### src/common/cmp_sel_cfg.svh
`ifndef CMP_SEL_CFG_SVH
`define CMP_SEL_CFG_SVH

// Register byte offsets
`define CSS_SEL_OFFSET      8'h00
`define CSS_QUAL_OFFSET     8'h04
`define CSS_STATUS_OFFSET   8'h08

// Reset values
`define CSS_SEL_RESET       16'h0000
`define CSS_QUAL_RESET      12'h000

// Selection field layout
`define CSS_FIELD_WIDTH     4
`define CSS_A_HIGH_LSB      0
`define CSS_A_LOW_LSB       4
`define CSS_B_HIGH_LSB      8
`define CSS_B_LOW_LSB       12

// Source codes
`define CSS_CODE_TRIP_ONE   4'h0
`define CSS_CODE_TRIP_TWO   4'h1
`define CSS_CODE_TRIP_THREE 4'h2
`define CSS_CODE_COMP_ONE   4'h8
`define CSS_CODE_COMP_TWO   4'h9
`define CSS_CODE_COMP_THREE 4'hA

// Qualification field layout
`define CSS_QUAL_WIDTH      3
`define CSS_A_ONE_LSB       0
`define CSS_A_TWO_LSB       3
`define CSS_B_ONE_LSB       6
`define CSS_B_TWO_LSB       9

// Qualification codes
`define CSS_QUAL_OFF        3'h0
`define CSS_QUAL_HIGH_LOW   3'h1
`define CSS_QUAL_HIGH_HIGH  3'h2
`define CSS_QUAL_LOW_LOW    3'h3
`define CSS_QUAL_LOW_HIGH   3'h4
`define CSS_QUAL_LOW_NOT_HI 3'h5

// Bus responses
`define CSS_RESP_OKAY       2'h0
`define CSS_RESP_SLVERR     2'h2

`endif

### src/common/cmp_sel_pkg.sv
package cmp_sel_pkg;

    typedef struct packed {
        logic [2:0] comp;
        logic [2:0] trip;
    } sources_t;

    typedef struct packed {
        logic b_low;
        logic b_high;
        logic a_low;
        logic a_high;
    } compare_inputs_t;

    typedef struct packed {
        logic b_two;
        logic b_one;
        logic a_two;
        logic a_one;
    } events_t;

endpackage : cmp_sel_pkg

### src/hdl/compare_input_source_select.sv
`timescale 1ns/1ps
`include "cmp_sel_cfg.svh"


module compare_input_source_select #(
    parameter int ADDR_WIDTH = 8
) (
    // Clock and reset
    input  wire logic                         ref_clk,
    input  wire logic                         rst_n,
    // AXI4-Lite write address
    input  wire logic [ADDR_WIDTH-1:0]        s_axi_awaddr,
    input  wire logic                         s_axi_awvalid,
    output logic                              s_axi_awready,
    // AXI4-Lite write data
    input  wire logic [31:0]                  s_axi_wdata,
    input  wire logic [3:0]                   s_axi_wstrb,
    input  wire logic                         s_axi_wvalid,
    output logic                              s_axi_wready,
    // AXI4-Lite write response
    output logic [1:0]                        s_axi_bresp,
    output logic                              s_axi_bvalid,
    input  wire logic                         s_axi_bready,
    // AXI4-Lite read address
    input  wire logic [ADDR_WIDTH-1:0]        s_axi_araddr,
    input  wire logic                         s_axi_arvalid,
    output logic                              s_axi_arready,
    // AXI4-Lite read data
    output logic [31:0]                       s_axi_rdata,
    output logic [1:0]                        s_axi_rresp,
    output logic                              s_axi_rvalid,
    input  wire logic                         s_axi_rready,
    // Trip and comparator sources
    input  wire logic                         trip_input_one,
    input  wire logic                         trip_input_two,
    input  wire logic                         trip_input_three,
    input  wire logic                         comparator_one_output,
    input  wire logic                         comparator_two_output,
    input  wire logic                         comparator_three_output,
    // Selected compare inputs and qualified events
    output cmp_sel_pkg::compare_inputs_t      compare_inputs,
    output cmp_sel_pkg::events_t              compare_events
);

    logic [15:0]                  sel_reg;
    logic [11:0]                  qual_reg;
    logic                         aw_held_reg;
    logic                         w_held_reg;
    logic [ADDR_WIDTH-1:0]        awaddr_reg;
    logic [31:0]                  wdata_reg;
    logic [3:0]                   wstrb_reg;
    logic                         bvalid_reg;
    logic [1:0]                   bresp_reg;
    logic                         rvalid_reg;
    logic [1:0]                   rresp_reg;
    logic [31:0]                  rdata_reg;
    cmp_sel_pkg::compare_inputs_t cmp_reg;
    cmp_sel_pkg::events_t         evt_reg;
    cmp_sel_pkg::sources_t        src;
    logic [3:0]                   mux_out;
    logic                         wr_fire;
    logic                         wr_sel;
    logic                         wr_qual;
    logic                         rd_fire;
    logic                         wrote_sel_reg;

    // Write channel: address and data taken independently
    assign s_axi_awready = !aw_held_reg && !bvalid_reg;
    assign s_axi_wready  = !w_held_reg && !bvalid_reg;
    assign s_axi_bvalid  = bvalid_reg;
    assign s_axi_bresp   = bresp_reg;
    assign wr_fire       = aw_held_reg && w_held_reg && !bvalid_reg;
    assign wr_sel        = wr_fire && (awaddr_reg == `CSS_SEL_OFFSET);
    assign wr_qual       = wr_fire && (awaddr_reg == `CSS_QUAL_OFFSET);

    always_ff @(posedge ref_clk or negedge rst_n) begin
        if (!rst_n) begin
            aw_held_reg <= 1'b0;
            awaddr_reg  <= '0;
        end else if (s_axi_awvalid && s_axi_awready) begin
            aw_held_reg <= 1'b1;
            awaddr_reg  <= s_axi_awaddr;
        end else if (wr_fire) begin
            aw_held_reg <= 1'b0;
        end
    end

    always_ff @(posedge ref_clk or negedge rst_n) begin
        if (!rst_n) begin
            w_held_reg <= 1'b0;
            wdata_reg  <= 32'h0000_0000;
            wstrb_reg  <= 4'h0;
        end else if (s_axi_wvalid && s_axi_wready) begin
            w_held_reg <= 1'b1;
            wdata_reg  <= s_axi_wdata;
            wstrb_reg  <= s_axi_wstrb;
        end else if (wr_fire) begin
            w_held_reg <= 1'b0;
        end
    end

    // Unmapped or read-only addresses answer with an error
    always_ff @(posedge ref_clk or negedge rst_n) begin
        if (!rst_n) begin
            bvalid_reg <= 1'b0;
            bresp_reg  <= `CSS_RESP_OKAY;
        end else if (wr_fire) begin
            bvalid_reg <= 1'b1;
            bresp_reg  <= (wr_sel || wr_qual) ? `CSS_RESP_OKAY : `CSS_RESP_SLVERR;
        end else if (s_axi_bready) begin
            bvalid_reg <= 1'b0;
        end
    end

    // Fields store any code; reserved ones are software's to avoid
    always_ff @(posedge ref_clk or negedge rst_n) begin
        if (!rst_n) begin
            sel_reg <= `CSS_SEL_RESET;
        end else if (wr_sel) begin
            if (wstrb_reg[0]) begin
                sel_reg[7:0] <= wdata_reg[7:0];
            end
            if (wstrb_reg[1]) begin
                sel_reg[15:8] <= wdata_reg[15:8];
            end
        end
    end

    always_ff @(posedge ref_clk or negedge rst_n) begin
        if (!rst_n) begin
            qual_reg <= `CSS_QUAL_RESET;
        end else if (wr_qual) begin
            if (wstrb_reg[0]) begin
                qual_reg[7:0] <= wdata_reg[7:0];
            end
            if (wstrb_reg[1]) begin
                qual_reg[11:8] <= wdata_reg[11:8];
            end
        end
    end

    // Read channel: one cycle from address to data
    assign s_axi_arready = !rvalid_reg;
    assign rd_fire       = s_axi_arvalid && s_axi_arready;
    assign s_axi_rvalid  = rvalid_reg;
    assign s_axi_rresp   = rresp_reg;
    assign s_axi_rdata   = rdata_reg;

    always_ff @(posedge ref_clk or negedge rst_n) begin
        if (!rst_n) begin
            rvalid_reg <= 1'b0;
            rresp_reg  <= `CSS_RESP_OKAY;
            rdata_reg  <= 32'h0000_0000;
        end else if (rd_fire) begin
            rvalid_reg <= 1'b1;
            rresp_reg  <= `CSS_RESP_OKAY;
            case (s_axi_araddr)
                `CSS_SEL_OFFSET:    rdata_reg <= {16'h0000, sel_reg};
                `CSS_QUAL_OFFSET:   rdata_reg <= {20'h00000, qual_reg};
                `CSS_STATUS_OFFSET: rdata_reg <= {24'h000000, evt_reg, cmp_reg};
                default: begin
                    rdata_reg <= 32'h0000_0000;
                    rresp_reg <= `CSS_RESP_SLVERR;
                end
            endcase
        end else if (s_axi_rready) begin
            rvalid_reg <= 1'b0;
        end
    end

    // Trip inputs enter as raw levels, with no latch in front
    assign src.trip = {trip_input_three, trip_input_two, trip_input_one};
    assign src.comp = {comparator_three_output, comparator_two_output,
                       comparator_one_output};

    // Field i feeds compare input i: A high, A low, B high, B low
    for (genvar i = 0; i < 4; i++) begin : g_route
        source_mux u_mux (
            .sel (sel_reg[i*`CSS_FIELD_WIDTH +: `CSS_FIELD_WIDTH]),
            .src (src),
            .out (mux_out[i])
        );
    end

    always_ff @(posedge ref_clk or negedge rst_n) begin
        if (!rst_n) begin
            cmp_reg <= '0;
        end else begin
            cmp_reg <= mux_out;
        end
    end

    assign compare_inputs = cmp_reg;

    function automatic logic qualify(input logic [2:0] code, input logic hi, input logic lo);
        case (code)
            `CSS_QUAL_HIGH_LOW:   qualify = !hi;
            `CSS_QUAL_HIGH_HIGH:  qualify = hi;
            `CSS_QUAL_LOW_LOW:    qualify = !lo;
            `CSS_QUAL_LOW_HIGH:   qualify = lo;
            `CSS_QUAL_LOW_NOT_HI: qualify = lo && !hi;
            default:              qualify = 1'b0;
        endcase
    endfunction : qualify

    // Registered so events never glitch on a source change
    always_ff @(posedge ref_clk or negedge rst_n) begin
        if (!rst_n) begin
            evt_reg <= '0;
        end else begin
            evt_reg.a_one <= qualify(qual_reg[`CSS_A_ONE_LSB +: `CSS_QUAL_WIDTH],
                                     cmp_reg.a_high, cmp_reg.a_low);
            evt_reg.a_two <= qualify(qual_reg[`CSS_A_TWO_LSB +: `CSS_QUAL_WIDTH],
                                     cmp_reg.a_high, cmp_reg.a_low);
            evt_reg.b_one <= qualify(qual_reg[`CSS_B_ONE_LSB +: `CSS_QUAL_WIDTH],
                                     cmp_reg.b_high, cmp_reg.b_low);
            evt_reg.b_two <= qualify(qual_reg[`CSS_B_TWO_LSB +: `CSS_QUAL_WIDTH],
                                     cmp_reg.b_high, cmp_reg.b_low);
        end
    end

    assign compare_events = evt_reg;

    // Checks only
    always_ff @(posedge ref_clk or negedge rst_n) begin
        if (!rst_n) begin
            wrote_sel_reg <= 1'b0;
        end else if (wr_sel) begin
            wrote_sel_reg <= 1'b1;
        end
    end

    a_b_low_route: assert property (
        @(posedge ref_clk) disable iff (!rst_n)
        $past(sel_reg[`CSS_B_LOW_LSB +: 4]) == `CSS_CODE_TRIP_TWO
            |-> cmp_reg.b_low == $past(trip_input_two))
        else $error("B low input does not follow trip input two");

    a_b_high_route: assert property (
        @(posedge ref_clk) disable iff (!rst_n)
        $past(sel_reg[`CSS_B_HIGH_LSB +: 4]) == `CSS_CODE_COMP_ONE
            |-> cmp_reg.b_high == $past(comparator_one_output))
        else $error("B high input does not follow comparator one");

    a_a_low_route: assert property (
        @(posedge ref_clk) disable iff (!rst_n)
        $past(sel_reg[`CSS_A_LOW_LSB +: 4]) == `CSS_CODE_TRIP_THREE
            |-> cmp_reg.a_low == $past(trip_input_three))
        else $error("A low input does not follow trip input three");

    a_a_high_route: assert property (
        @(posedge ref_clk) disable iff (!rst_n)
        // Flops still sit in reset at the release edge
        $past(rst_n) && $past(sel_reg[`CSS_A_HIGH_LSB +: 4]) == `CSS_CODE_TRIP_ONE
            |-> cmp_reg.a_high == $past(trip_input_one))
        else $error("A high input does not follow trip input one");

    a_comp_two_code: assert property (
        @(posedge ref_clk) disable iff (!rst_n)
        $past(sel_reg[`CSS_B_LOW_LSB +: 4]) == `CSS_CODE_COMP_TWO
            |-> cmp_reg.b_low == $past(comparator_two_output))
        else $error("Code 9 does not select comparator two");

    a_trip_level: assert property (
        @(posedge ref_clk) disable iff (!rst_n)
        ($past(sel_reg[`CSS_A_HIGH_LSB +: 4]) == `CSS_CODE_TRIP_ONE && $rose(cmp_reg.a_high))
            ##1 (sel_reg[3:0] == `CSS_CODE_TRIP_ONE && !trip_input_one)
            |=> !cmp_reg.a_high)
        else $error("Trip input held like a latch");

    a_event_window: assert property (
        @(posedge ref_clk) disable iff (!rst_n)
        $past(qual_reg[`CSS_A_ONE_LSB +: 3]) == `CSS_QUAL_LOW_NOT_HI
            |-> evt_reg.a_one == ($past(cmp_reg.a_low) && !$past(cmp_reg.a_high)))
        else $error("Event code 101 misqualified");

    a_event_off: assert property (
        @(posedge ref_clk) disable iff (!rst_n)
        $past(qual_reg[`CSS_B_TWO_LSB +: 3]) == `CSS_QUAL_OFF |-> !evt_reg.b_two)
        else $error("Disabled event fired");

    a_comp_three_code: assert property (
        @(posedge ref_clk) disable iff (!rst_n)
        $past(sel_reg[`CSS_B_HIGH_LSB +: 4]) == `CSS_CODE_COMP_THREE
            |-> cmp_reg.b_high == $past(comparator_three_output))
        else $error("Code 1010 does not select comparator three");

    a_sel_reset: assert property (
        @(posedge ref_clk) disable iff (!rst_n)
        !wrote_sel_reg |-> (sel_reg == 16'h0000 && !$past(wr_sel)))
        else $error("Select register not zero before first write");

    a_write_resp_hold: assert property (
        @(posedge ref_clk) disable iff (!rst_n)
        (s_axi_bvalid && !s_axi_bready) |=> s_axi_bvalid)
        else $error("Write response dropped before bready");

endmodule : compare_input_source_select

### src/hdl/source_mux.sv
`timescale 1ns/1ps
`include "cmp_sel_cfg.svh"

module source_mux (
    // Selection
    input  wire logic [3:0]           sel,
    input  wire cmp_sel_pkg::sources_t src,
    // Result
    output logic                      out
);

    always_comb begin
        case (sel)
            `CSS_CODE_TRIP_ONE:   out = src.trip[0];
            `CSS_CODE_TRIP_TWO:   out = src.trip[1];
            `CSS_CODE_TRIP_THREE: out = src.trip[2];
            `CSS_CODE_COMP_ONE:   out = src.comp[0];
            `CSS_CODE_COMP_TWO:   out = src.comp[1];
            `CSS_CODE_COMP_THREE: out = src.comp[2];
            // Reserved codes give a quiet low input
            default:              out = 1'b0;
        endcase
    end

endmodule : source_mux

### config.mk
export PLATFORM = sky130hd
export DESIGN_NAME = compare_input_source_select
export DESIGN_NICKNAME = d
export VERILOG_FILES = /design/src/common/cmp_sel_pkg.sv /design/src/hdl/compare_input_source_select.sv /design/src/hdl/source_mux.sv
export VERILOG_INCLUDE_DIRS = /design/src /design/src/common
export SDC_FILE = /design/constraint.sdc
export NUM_CORES = 1
export LEC_CHECK = 0
export BUFFER_PORTS_ARGS = -buffer_cell sky130_fd_sc_hd__buf_2
export CAP_MARGIN = 10
export CORE_ASPECT_RATIO = 0.75
export CORE_MARGIN = 2
export CORE_UTILIZATION = 52
export DETAILED_ROUTE_END_ITERATION = 12
export PLACE_DENSITY = 0.81
export SETUP_SLACK_MARGIN = 0.2
export SLEW_MARGIN = 15
export SYNTH_ARGS = -nofsm -noshare
export SYNTH_HDL_FRONTEND = slang
export SYNTH_SLANG_ARGS = --single-unit
export TNS_END_PERCENT = 100
### constraint.sdc
create_clock -name ref_clk -period 2.2 [get_ports ref_clk]
set_input_delay 0.22 -clock ref_clk [delete_from_list [all_inputs] [get_ports ref_clk]]
set_output_delay 0.22 -clock ref_clk [all_outputs]
set_load 0.01 [all_outputs]
## Word-level counts from Yosys, hierarchy flattened

Index checks and enable logic that the tools add are counted.

- $add $sub $neg: 0
- Multipliers: 0
- Divide/modulo/power cells: 0
- Magnitude comparators: 0
- Equal/unequal tests: 43
- Shifts and indexed selects: 0
- Muxes and demuxes: 18
- Bitwise operators: 0
- Reduce and logical (&&, ||, !) cells: 35

Operators with widths:

| operator | number |
|---|---|
| 4-bit equality test, second input constant | 12 |
| 16-bit one-hot mux with 3 select lines | 1 |
| 3-bit by 2-bit equality test with 1-bit output, second input constant | 8 |
| 3-bit equality test, second input constant | 8 |
| 1-bit one-hot mux with 6 select lines | 4 |
| 1-bit one-hot mux with 5 select lines | 4 |
| 4-bit by 1-bit equality test with 1-bit output, second input constant | 4 |
| 4-bit by 2-bit equality test with 1-bit output, second input constant | 4 |
| 8-bit by 3-bit equality test with 1-bit output, second input constant | 2 |
| 4-bit zero test | 4 |
| 8-bit zero test | 2 |
| 3-bit by 1-bit equality test with 1-bit output, second input constant | 4 |
| 1-bit logical AND | 11 |
| 8-bit by 4-bit equality test with 1-bit output, second input constant | 1 |
| 1-bit zero test | 8 |
| 2-bit AND reduction | 4 |
| 2-bit nonzero test | 4 |
| 1-bit 2-to-1 mux | 7 |
| 2-bit 2-to-1 mux | 2 |
| 3-bit OR reduction | 1 |
| 1-bit logical OR | 1 |

- Bits in registers: 102
- Bits in latches: 0
- Memory bits (writable): 0
- Bits in read-only memories: 0
- Output and inout bits: 49
- Memories: 0

## Longest topological paths before layout

Gate-level depths: netlist of run 1.

- Depth after elaboration: 5
- Depth in mapped cells: 5
- Gate-level depth less buffers: 3

## By module

Synthesis of run 1 repeated with hierarchy kept, for this count alone.

- Cell total of the unflattened synthesis: 305
- Area total of the unflattened synthesis: 3887.5 um^2

By module, submodules not included:

| module | instances | cells an instance | area each (um^2) |
|---|---|---|---|
| compare_input_source_select | 1 | 285 | 3677.3 |
| source_mux | 4 | 5 | 52.6 |

## Worst setup path after synthesis of run 1

Ideal clock, no wire load.

- Path kind: register -> register
- Start point: register bvalid_reg, in the netlist s_axi_bvalid
- End point: register wdata_reg[0]
- Arrival time: 1.844 ns
- Required time: 2.075 ns
- Slack: 0.231 ns
- Cell stages (with the launch flop): 6
- Buffers on the path: 2
- Clock period less this slack: 1.969 ns
- Cell sequence: dfrtp_1 -> nor2_1 -> and2_1 -> clkbuf_1 -> buf_1 -> mux2_2

- Longest elaborated chain between the ends: 3

Ends and longest elaborated chain:

| what | RTL line | source |
|---|---|---|
| start, declared | compare_input_source_select.sv:52 | `logic bvalid_reg;` |
| start signal, assigned | compare_input_source_select.sv:105 | `bvalid_reg <= 1'b0;` |
| start signal, assigned | compare_input_source_select.sv:108 | `bvalid_reg <= 1'b1;` |
| start signal, assigned | compare_input_source_select.sv:111 | `bvalid_reg <= 1'b0;` |
| 1-bit zero test | compare_input_source_select.sv:69 | `assign s_axi_wready = !w_held_reg && !bvalid_reg;` |
| 1-bit logical AND | compare_input_source_select.sv:69 |  |
| via s_axi_wready | compare_input_source_select.sv:19 | `output logic s_axi_wready,` |
| 1-bit logical AND | compare_input_source_select.sv:93 | `end else if (s_axi_wvalid && s_axi_wready) begin` |
| end signal, assigned | compare_input_source_select.sv:95 | `wdata_reg <= s_axi_wdata;` |
| end, declared | compare_input_source_select.sv:50 | `logic [31:0] wdata_reg;` |

The timed path passes the listed nets, and every way through them passes these cells.
A chain may end at the register's enable or synchronous reset.

## Worst setup path in the final report of run 1

- Start point: register awaddr_reg[5]
- End point: register sel_reg[1]

- Longest elaborated chain between the ends: 3

Ends and longest elaborated chain:

| what | RTL line | source |
|---|---|---|
| start, declared | compare_input_source_select.sv:49 | `logic [ADDR_WIDTH-1:0] awaddr_reg;` |
| start signal, assigned | compare_input_source_select.sv:82 | `awaddr_reg <= s_axi_awaddr;` |
| 8-bit zero test (no line) | - |  |
| 1-bit logical AND | compare_input_source_select.sv:73 | `` assign wr_sel = wr_fire && (awaddr_reg == `CSS_SEL_OFFSET); `` |
| 2-bit AND reduction (no line) | - |  |
| end signal, assigned | compare_input_source_select.sv:118 | `` sel_reg <= `CSS_SEL_RESET; `` |
| end signal, assigned | compare_input_source_select.sv:121 | `sel_reg[7:0] <= wdata_reg[7:0];` |
| end, declared | compare_input_source_select.sv:45 | `logic [15:0] sel_reg;` |

Every way passes these cells.

==> reports/metrics.cfg, run 1 <==
[run_status]
status=finished, final reports clean

[global_route]
antenna_found_initial=0
track_usage=0.2018
met1_usage=0.2707
use_met3=0.06076
grt_overflow=0
grtUsageMet2=0.3086
top_usage_layer=met2
grt_pass1_vias=2616
grt_max_degree=85
grt_pass1_wl_mm=12.87

[clock_tree]
cts.sinks=84
cts_buffers=9
cts_tree=built
ctsLongestPathBuffers=2
clockRootBuffer=clkbuf_8
cts_setup_buffers=0
clk_latency_ns=0.35
htreeDepth=3
clkTransAtPathRegs_ns=0.08

[power_and_ir_drop]
p_leak_nw=2.227
total_power_mw=4.533
irDropWorstVdd_mv=0.8783
pwr_density_cell_nw_per_um2=990.1

[critical_path]
critPathLaunchType=flop
r2r_slack_ns=0.30
path_buf_inv=1
critical_path_required_ns=2.44
critical_path.endpoint_type=flop
worst-path-stages=4
crit_arrival_ns=2.13
reg2reg_depth=4
cpPeakStageDelay_ns=0.61
crit_family=simple AND/OR/NAND/NOR gates
critPathMaxFanout=8
r2r_start=awaddr_reg[5]$_DFFE_PN0P_
r2r_end=sel_reg[1]$_DFFE_PN0P_
critPathLaunch=awaddr_reg[5]$_DFFE_PN0P_
slowest_stage=or4_4
path_cells=or4_4 > nor4_4 > buf_4 > mux2_2
critPathKind=reg2reg

[routing]
totalWireLength_mm=7.582
wl_per_cell_um=15.51
detail-route-antenna-nets=0
num_vias=2590
drt-initial-drc-count=120
drc=0
dr.pass1.iters=4
vias_per_cell=5.297

[floorplanning]
dieWidth_um=103.9
ioPinCount=114
dieArea_um2=8198
die_h_um=78.92
core_area_um2=7297
row_count=27
initial_core_util=0.5333

[hold_path]
hp-class=in2reg
min_path_cells=2
min_to=s_axi_bvalid$_DFFE_PN0P_
hp-start=s_axi_bready

[yosys]
async_reset_ff_frac=1.000
synth.avg_cell_area_um2=12.97
ys_warn_count=0
netlist_area_um2=3891
synth_cell_types=40
syn_inst=300
ys_seq_area_frac=0.5402
synth_edf_count=0
ys.flop_type=dfrtp_1
ys_seq_elements=84

[placement]
place_hpwl_mm=5.669
io_buffers=77
gp_congestion=0.8520

[layout]
drive_gt1_frac=0.4278
final_cell_mix=dfrtp_1 (84), buf_2 (76), mux2_2 (56), conb_1 (18), mux2i_1 (16)
diodes=0
finalNetCount=449
layout_commonest_cell=dfrtp_1
syn2layout_area_growth_pct=17.65

[timing]
fin_crit_sh=0.8615
finalSetupViolations=0
timing.max_slew.rel_slack=0.6440
fmax_mhz=527.6
finalSetupTns_ns=0
skew_ns=0.009020
drv_slew=0
period_minus_slack_ns=1.895
worst_pin_slew_ns=0.5329
rsz0062_at_grt=no
hold_viol_final=0

[job]
max-cap-violations=0

[worst max path at each step]
stage / end / slack, ns
final: sel_reg[1]$_DFFE_PN0P_ / 0.30
after global routing: sel_reg[4]$_DFFE_PN0P_ / 0.22
after CTS: qual_reg[6]$_DFFE_PN0P_ / 0.29
after detailed placement: qual_reg[6]$_DFFE_PN0P_ / 0.18
after global placement: sel_reg[5]$_DFFE_PN0P_ / 0.19
after floorplan: wdata_reg[0]$_DFFE_PN0P_ / 0.23
[area by class of cell]
type                    instances  area, um2
fillers                       617       2719
inverters                      14      52.55
multi-input cells             188       1619
flip-flops and latches         84       2102
clock buffers                  10      137.6
well taps                     101      126.4
clock inverters                 5      62.56
repair buffers                 87      478.0
[worst reg2reg max path: stages, from the launching register on]
cell and delay (ns):
dfrtp_1 0.38, or4_4 0.61, nor4_4 0.23, buf_4 0.22, mux2_2 0.35
[cells in the mapped netlist, types with 2 or more instances]
cell type / instances / area (um2)
nor4_4: 3 / 63.81
o31ai_1: 4 / 30.03
clkbuf_1: 9 / 33.78
dfrtp_1: 84 / 2102
o41ai_1: 4 / 35.03
inv_1: 14 / 52.55
mux2_2: 56 / 630.6
nor2b_1: 8 / 50.05
mux2i_1: 16 / 160.2
o21ai_0: 5 / 25.02
o2bb2ai_1: 8 / 70.07
nand2b_1: 6 / 37.54
nand2_1: 15 / 56.30
a22o_1: 8 / 70.07
mux4_2: 4 / 90.09
a22oi_1: 4 / 30.03
buf_1: 3 / 11.26
nor2_1: 8 / 30.03
buf_4: 18 / 135.1
o32ai_1: 2 / 17.52
mux2_1: 2 / 22.52
[repair_timing]
item / in CTS / in global routing
hold endpoints to repair: 84 / 0
gates resized for setup: 1 / 0
setup endpoints to repair: 24 / 0
hold buffers: 1 / 0
[power breakdown]
| group | leakage, nW | total, mW | internal [mW] | switching [mW] |
|---|---|---|---|---|
| Sequential | 1.09 | 2.30 | 1.95 | 0.350 |
| Clock | 0.0946 | 1.09 | 0.552 | 0.539 |
| Combinational | 1.04 | 1.14 | 0.615 | 0.522 |
| Total | 2.23 | 4.53 | 3.12 | 1.41 |
[layer usage]
metal / part of all wire / up-vias
li1: - / 1214
met4: 0.014 / 0
met3: 0.073 / 11
met5: 0 / -
met1: 0.47 / 1266
met2: 0.44 / 99
[stage by stage]
stage	hold slack (ns)	utilization	instances	area, um2	setup slack [ns]
after floorplan	-0.07559	-	317	3955	0.2308
after global placement	0.2817	0.5981	473	4364	0.1945
after detailed placement	0.2860	0.5981	473	4364	0.1754
after CTS	0.02337	0.6274	489	4578	0.2881
after global routing	0.03477	0.6274	489	4578	0.2180
final	0.03564	0.6274	489	4578	0.3048
[cell families (layout without fill, tap and decap cells)]
kind of cell / after synthesis / count (layout) / share of synthesized area
buffers and inverters: 45 / 116 / 0.06109
AOI/OAI and AO/OA: 44 / 44 / 0.08907
other: 1 / 18 / 0.0009637
and+or+nand+nor: 48 / 48 / 0.07653
DFF: 84 / 84 / 0.5402
muxes: 78 / 78 / 0.2322
No activity file was read; power rests on OpenSTA's default activity.
==> run 2, diff against run 1 <==
--- a/config.mk
+++ b/config.mk
@@ -13,6 +13,7 @@
 export CORE_UTILIZATION = 52
 export DETAILED_ROUTE_END_ITERATION = 12
 export PLACE_DENSITY = 0.81
+export RECOVER_POWER = 25
 export SETUP_SLACK_MARGIN = 0.2
 export SLEW_MARGIN = 15
 export SYNTH_ARGS = -nofsm -noshare
==> run 2 against run 1 <==
Compared with the run above:
- count of clock-buffer cells in the layout unchanged
- register-to-register slack about the same
- sequential power about the same
- global-route usage did not move
- clock skew hardly changed
- wire length fell by 0.22%
- setup slack barely moved
- cell count did not move
- largest cell class unchanged
- total power fell by 0.12%
- sequential cell count unchanged
==> reports/metrics.cfg, run 2 (same netlist as run 1, synthesis figures left out) <==
[critical_path]
cpPeakStageDelay_ns=0.61
critical_path_required_ns=2.44
r2r_end=sel_reg[1]$_DFFE_PN0P_
critPathKind=reg2reg
critPathLaunchType=flop
path_buf_inv=1
slowest_stage=or4_4
reg2reg_depth=4
r2r_slack_ns=0.30
critical_path.endpoint_type=flop
crit_family=simple AND/OR/NAND/NOR gates
crit_arrival_ns=2.13
r2r_start=awaddr_reg[5]$_DFFE_PN0P_
critPathMaxFanout=8
path_cells=or4_4 > nor4_4 > buf_4 > mux2_2

[global_route]
grt_max_degree=85
grt_pass1_vias=2616
grt_pass1_wl_mm=12.87
track_usage=0.2018
grt_overflow=0
antenna_found_initial=0

[clock_tree]
htreeDepth=3
clkTransAtPathRegs_ns=0.08
cts_tree=built
cts.sinks=84
clockRootBuffer=clkbuf_8
clk_latency_ns=0.35
cts_setup_buffers=0
cts_buffers=9
ctsLongestPathBuffers=2

[hold_path]
min_to=s_axi_bvalid$_DFFE_PN0P_
hp-class=in2reg
min_path_cells=2
hp-start=s_axi_bready

[floorplanning]
dieWidth_um=103.9
dieArea_um2=8198
ioPinCount=114
row_count=27
initial_core_util=0.5333
die_h_um=78.92
core_area_um2=7297

[timing]
fmax_mhz=527.6
timing.max_slew.rel_slack=0.2647
finalSetupTns_ns=0
hold_viol_final=0
skew_ns=0.009026
finalSetupViolations=0
drv_slew=0
period_minus_slack_ns=1.895
worst_pin_slew_ns=1.103
rsz0062_at_grt=no
fin_crit_sh=0.8615

[layout]
diodes=0
drive_gt1_frac=0.4278
final_cell_mix=dfrtp_1 (84), buf_2 (76), mux2_2 (56), conb_1 (18), mux2i_1 (16)
syn2layout_area_growth_pct=17.33
layout_commonest_cell=dfrtp_1
finalNetCount=449
utilization=0.6257

[run_status]
status=finished, final reports clean

[routing]
totalWireLength_mm=7.565
num_vias=2589
dr.pass1.iters=4
drc=0
drt-initial-drc-count=117
vias_per_cell=5.294
wl_per_cell_um=15.47
detail-route-antenna-nets=0

[power_and_ir_drop]
pwr-share-clk=0.241
irDropWorstVdd_mv=0.8783
pwr-share-comb=0.250
p_leak_nw=2.222
swShare=0.3114
pwr_density_cell_nw_per_um2=991.7
seqPwrFrac=0.508
internal_power_mw=3.118
total_power_mw=4.528
p_switching_mw=1.410

[placement]
gp_congestion=0.8520
place_hpwl_mm=5.669
io_buffers=77

[job]
max-cap-violations=0

## run 2: cell types whose count changed in the layout (fill, tap and decap cells not counted), sizes merged
cell / delta
buf: -2
clkbuf: +2
## run 2: worst max-delay path by stage
stage	startpoint	end	slack, ns	cells after the start
final	awaddr_reg[5]$_DFFE_PN0P_	sel_reg[1]$_DFFE_PN0P_	0.30	4
after global routing	awaddr_reg[1]$_DFFE_PN0P_	sel_reg[4]$_DFFE_PN0P_	0.22	4
after CTS	awaddr_reg[5]$_DFFE_PN0P_	qual_reg[6]$_DFFE_PN0P_	0.29	4
after detailed placement	awaddr_reg[5]$_DFFE_PN0P_	qual_reg[6]$_DFFE_PN0P_	0.18	4
after global placement	awaddr_reg[5]$_DFFE_PN0P_	sel_reg[5]$_DFFE_PN0P_	0.19	4
after floorplan	s_axi_bvalid$_DFFE_PN0P_	wdata_reg[0]$_DFFE_PN0P_	0.23	5
## run 2: metal layers
metal,GRT usage,vias up,part of all wire,wire length [um]
met2,0.3086,105,0.44,3346
met1,0.2707,1260,0.47,3527
li1,-,1213,-,-
met5,0,-,0,0
met3,0.06076,11,0.077,585
met4,0.08514,0,0.014,106
## run 2: cell type report
cell class	count	area, um2
clock inverter	5	62.56
multi-input combinational	188	1619
inverter	14	52.55
fill	618	2731
timing repair buffer	87	465.4
sequential	84	2102
tap	101	126.4
clock buffer	10	137.6
## run 2: power groups by stage
stage	registers, mW	clock network, mW	logic [mW]
5_1_grt	2.38	1.20	1.25
2_1_floorplan	2.25	0	0.830
6_report	2.30	1.09	1.13
3_3_place_gp	2.30	0	1.10
3_5_place_dp	2.34	0	1.14
4_1_cts	2.31	1.12	1.15
## run 2: timing repair
action	in CTS	in global routing
endpoints found under the setup margin	24	0
resized for setup	1	0
endpoints found under the hold margin	84	0
hold buffers	1	0
## run 2: stage by stage
step / setup slack [ns] / std cells / hold slack [ns] / cell area, um2
floorplan: 0.2308 / 317 / -0.07559 / 3955
global placement: 0.1945 / 473 / 0.2817 / 4364
detailed placement: 0.1754 / 473 / 0.2860 / 4364
CTS: 0.2881 / 489 / 0.02337 / 4578
global route: 0.2180 / 489 / 0.03477 / 4566
finish: 0.3048 / 489 / 0.03564 / 4566
==> run 3, diff against run 2 <==
--- a/config.mk
+++ b/config.mk
@@ -6,6 +6,7 @@
 export SDC_FILE = /design/constraint.sdc
 export NUM_CORES = 1
 export LEC_CHECK = 0
+export ABC_AREA = 1
 export BUFFER_PORTS_ARGS = -buffer_cell sky130_fd_sc_hd__buf_2
 export CAP_MARGIN = 10
 export CORE_ASPECT_RATIO = 0.75
==> run 3 against run 2 <==
Compared with the run above:
- highest routed layer unchanged
- combinational power is 20% lower
- cell count is 32% higher
- worst hold slack better by 0.0037 ns
- synthesized cell count is 55% higher
==> reports/metrics.cfg, run 3 <==
[job]
max-cap-violations=0

[routing]
vias_per_cell=5.101
wl_per_cell_um=13.10
num_vias=3290
totalWireLength_mm=8.450
dr.pass1.iters=5
drc=0
drt-initial-drc-count=157
detail-route-antenna-nets=0

[yosys]
yosysTopAreaCell=dfrtp_1
syn_inst=465
netlist_area_um2=4060
ys.flop_type=dfrtp_1
ys_top_cells_by_count=nand2_1 (121), dfrtp_1 (84), nor2_1 (40)
ys_warn_count=0
yosysMostFrequentCell=nand2_1
netlist.area_leader.share=0.5177
synth.avg_cell_area_um2=8.731
ys_seq_elements=84
synth_area_leaders=dfrtp_1 (52%), nand2_1 (11%), o21ai_2 (5.2%), nor2_1 (3.7%), inv_1 (3.6%)
synth_edf_count=0
ys_seq_area_frac=0.5177
synth_cell_types=31
async_reset_ff_frac=1.000

[timing]
finalSetupViolations=0
drv_slew=0
worst_pin_slew_ns=0.9577
period_minus_slack_ns=1.562
fmax_mhz=640.2
hold_viol_final=0
rsz0062_at_grt=no
finalSetupTns_ns=0
fin_crit_sh=0.7100
skew_ns=0.01198
timing.max_slew.rel_slack=0.3615
fin_ws_ns=0.6380

[critical_path]
crit_family=simple AND/OR/NAND/NOR gates
critPathMaxFanout=19
critPathKind=reg2reg
critical_path_required_ns=2.44
path_buf_inv=1
critical_path.endpoint_type=flop
cpPeakStageDelay_ns=0.43
slowest_stage=dfrtp_1
crit_arrival_ns=1.81
path_cells=nor2_1 > nand2_1 > buf_4 > nor2_1 > a21oi_1
cp_common_cell=nor2_1
critPathLaunchType=flop

[floorplanning]
row_count=27
initial_core_util=0.5438
ioPinCount=114
dieArea_um2=8538
core_area_um2=7466
dieWidth_um=106.0
die_h_um=80.53

[placement]
io_buffers=77
dp_slack_ns=0.6525
gp_congestion=0.8586
place_hpwl_mm=6.294
place_area_um2=4444

[layout]
syn2layout_area_growth_pct=13.56
diodes=0
utilization=0.6176
drive_gt1_frac=0.2518
layout_commonest_cell=nand2_1
final_area_um2=4611
final_cell_mix=nand2_1 (121), dfrtp_1 (84), buf_2 (76), nor2_1 (40), inv_1 (39)
finalNetCount=605

[clock_tree]
ctsLongestPathBuffers=2
clkTransAtPathRegs_ns=0.08
htreeDepth=3
clockRootBuffer=clkbuf_8
clk_latency_ns=0.36
cts_tree=built
cts.sinks=84
cts_buffers=9
cts_setup_buffers=0

[run_status]
status=finished, final reports clean

[global_route]
grt_pass1_wl_mm=14.44
grt_overflow=0
grt_max_degree=50
track_usage=0.2159
grt_pass1_vias=3198
antenna_found_initial=0

[power_and_ir_drop]
p_leak_nw=2.413
pwr_density_cell_nw_per_um2=848.4
irDropWorstVdd_mv=0.6114

[hold_path]
hp-class=in2reg

[run 3: worst reg2reg max path: cells and delay by family (launching register included)]
| family | cells | cell delay (ns) |
|---|---|---|
| AO/OA/AOI/OAI | 1 | 0.05 |
| flip-flops | 1 | 0.43 |
| AND/OR/NAND/NOR | 3 | 0.61 |
| buffers and inverters | 1 | 0.35 |
[run 3: routing by layer]
layer,vias up,GRT usage,routed length (um)
li1,1616,-,-
met3,10,0.06169,475
met4,0,0.06053,78
met5,-,0,0
met2,104,0.3865,4196
met1,1560,0.2565,3699
[run 3: area by class of cell]
class | instances | area (um2)
well taps | 101 | 126.4
inverters | 45 | 168.9
fillers | 689 | 2855
clock buffers | 11 | 141.4
clock inverters | 4 | 26.28
repair buffers | 81 | 426.7
multi-input cells | 319 | 1619
flip-flops and latches | 84 | 2102
[run 3: stage by stage]
step / power, mW / hold WS, ns / instances
final: 3.912 / 0.03932 / 645
after global routing: 4.187 / 0.03318 / 645
after CTS: 3.958 / 0.03052 / 645
after detailed placement: 3.000 / 0.2183 / 629
after global placement: 2.930 / 0.2134 / 629
after floorplan: 2.713 / -0.07559 / 482
[run 3: power breakdown]
group | total, mW | internal [mW] | switching [mW] | leakage, nW
registers | 2.05 | 1.85 | 0.198 | 1.07
clock network | 0.960 | 0.433 | 0.528 | 0.0852
logic | 0.901 | 0.306 | 0.595 | 1.26
total | 3.91 | 2.59 | 1.32 | 2.41
[run 3: logic make-up (layout without fill, tap and decap cells)]
group / Yosys count / count (layout) / synth area share
compound gates: 85 / 85 / 0.1347
simple gates: 209 / 209 / 0.2293
buf+inv: 79 / 141 / 0.09800
other cells: 1 / 18 / 0.0009236
mux: 7 / 7 / 0.01942
flops: 84 / 84 / 0.5177
[run 3: timing repair]
item	in CTS	in global routing
hold buffers	1	0
gates resized for setup	0	0
hold endpoints to repair	35	0
[run 3: worst paths after layout]
check                                         start                           to  slack (ns)  cells past startpoint
setup / recovery           s_axi_bvalid$_DFFE_PN0P_     wdata_reg[9]$_DFFE_PN0P_        0.64                      5
hold / removal                         s_axi_bready     s_axi_bvalid$_DFFE_PN0P_        0.04                      2
setup reg to reg           s_axi_bvalid$_DFFE_PN0P_     wdata_reg[9]$_DFFE_PN0P_        0.64                      5
hold reg to reg              sel_reg[2]$_DFFE_PN0P_  compare_inputs[0]$_DFF_PN0_        0.48                      1
max in group asynchronous                     rst_n       sel_reg[6]$_DFFE_PN0P_        0.89                      3
min in group asynchronous                     rst_n      qual_reg[3]$_DFFE_PN0P_        0.54                      2
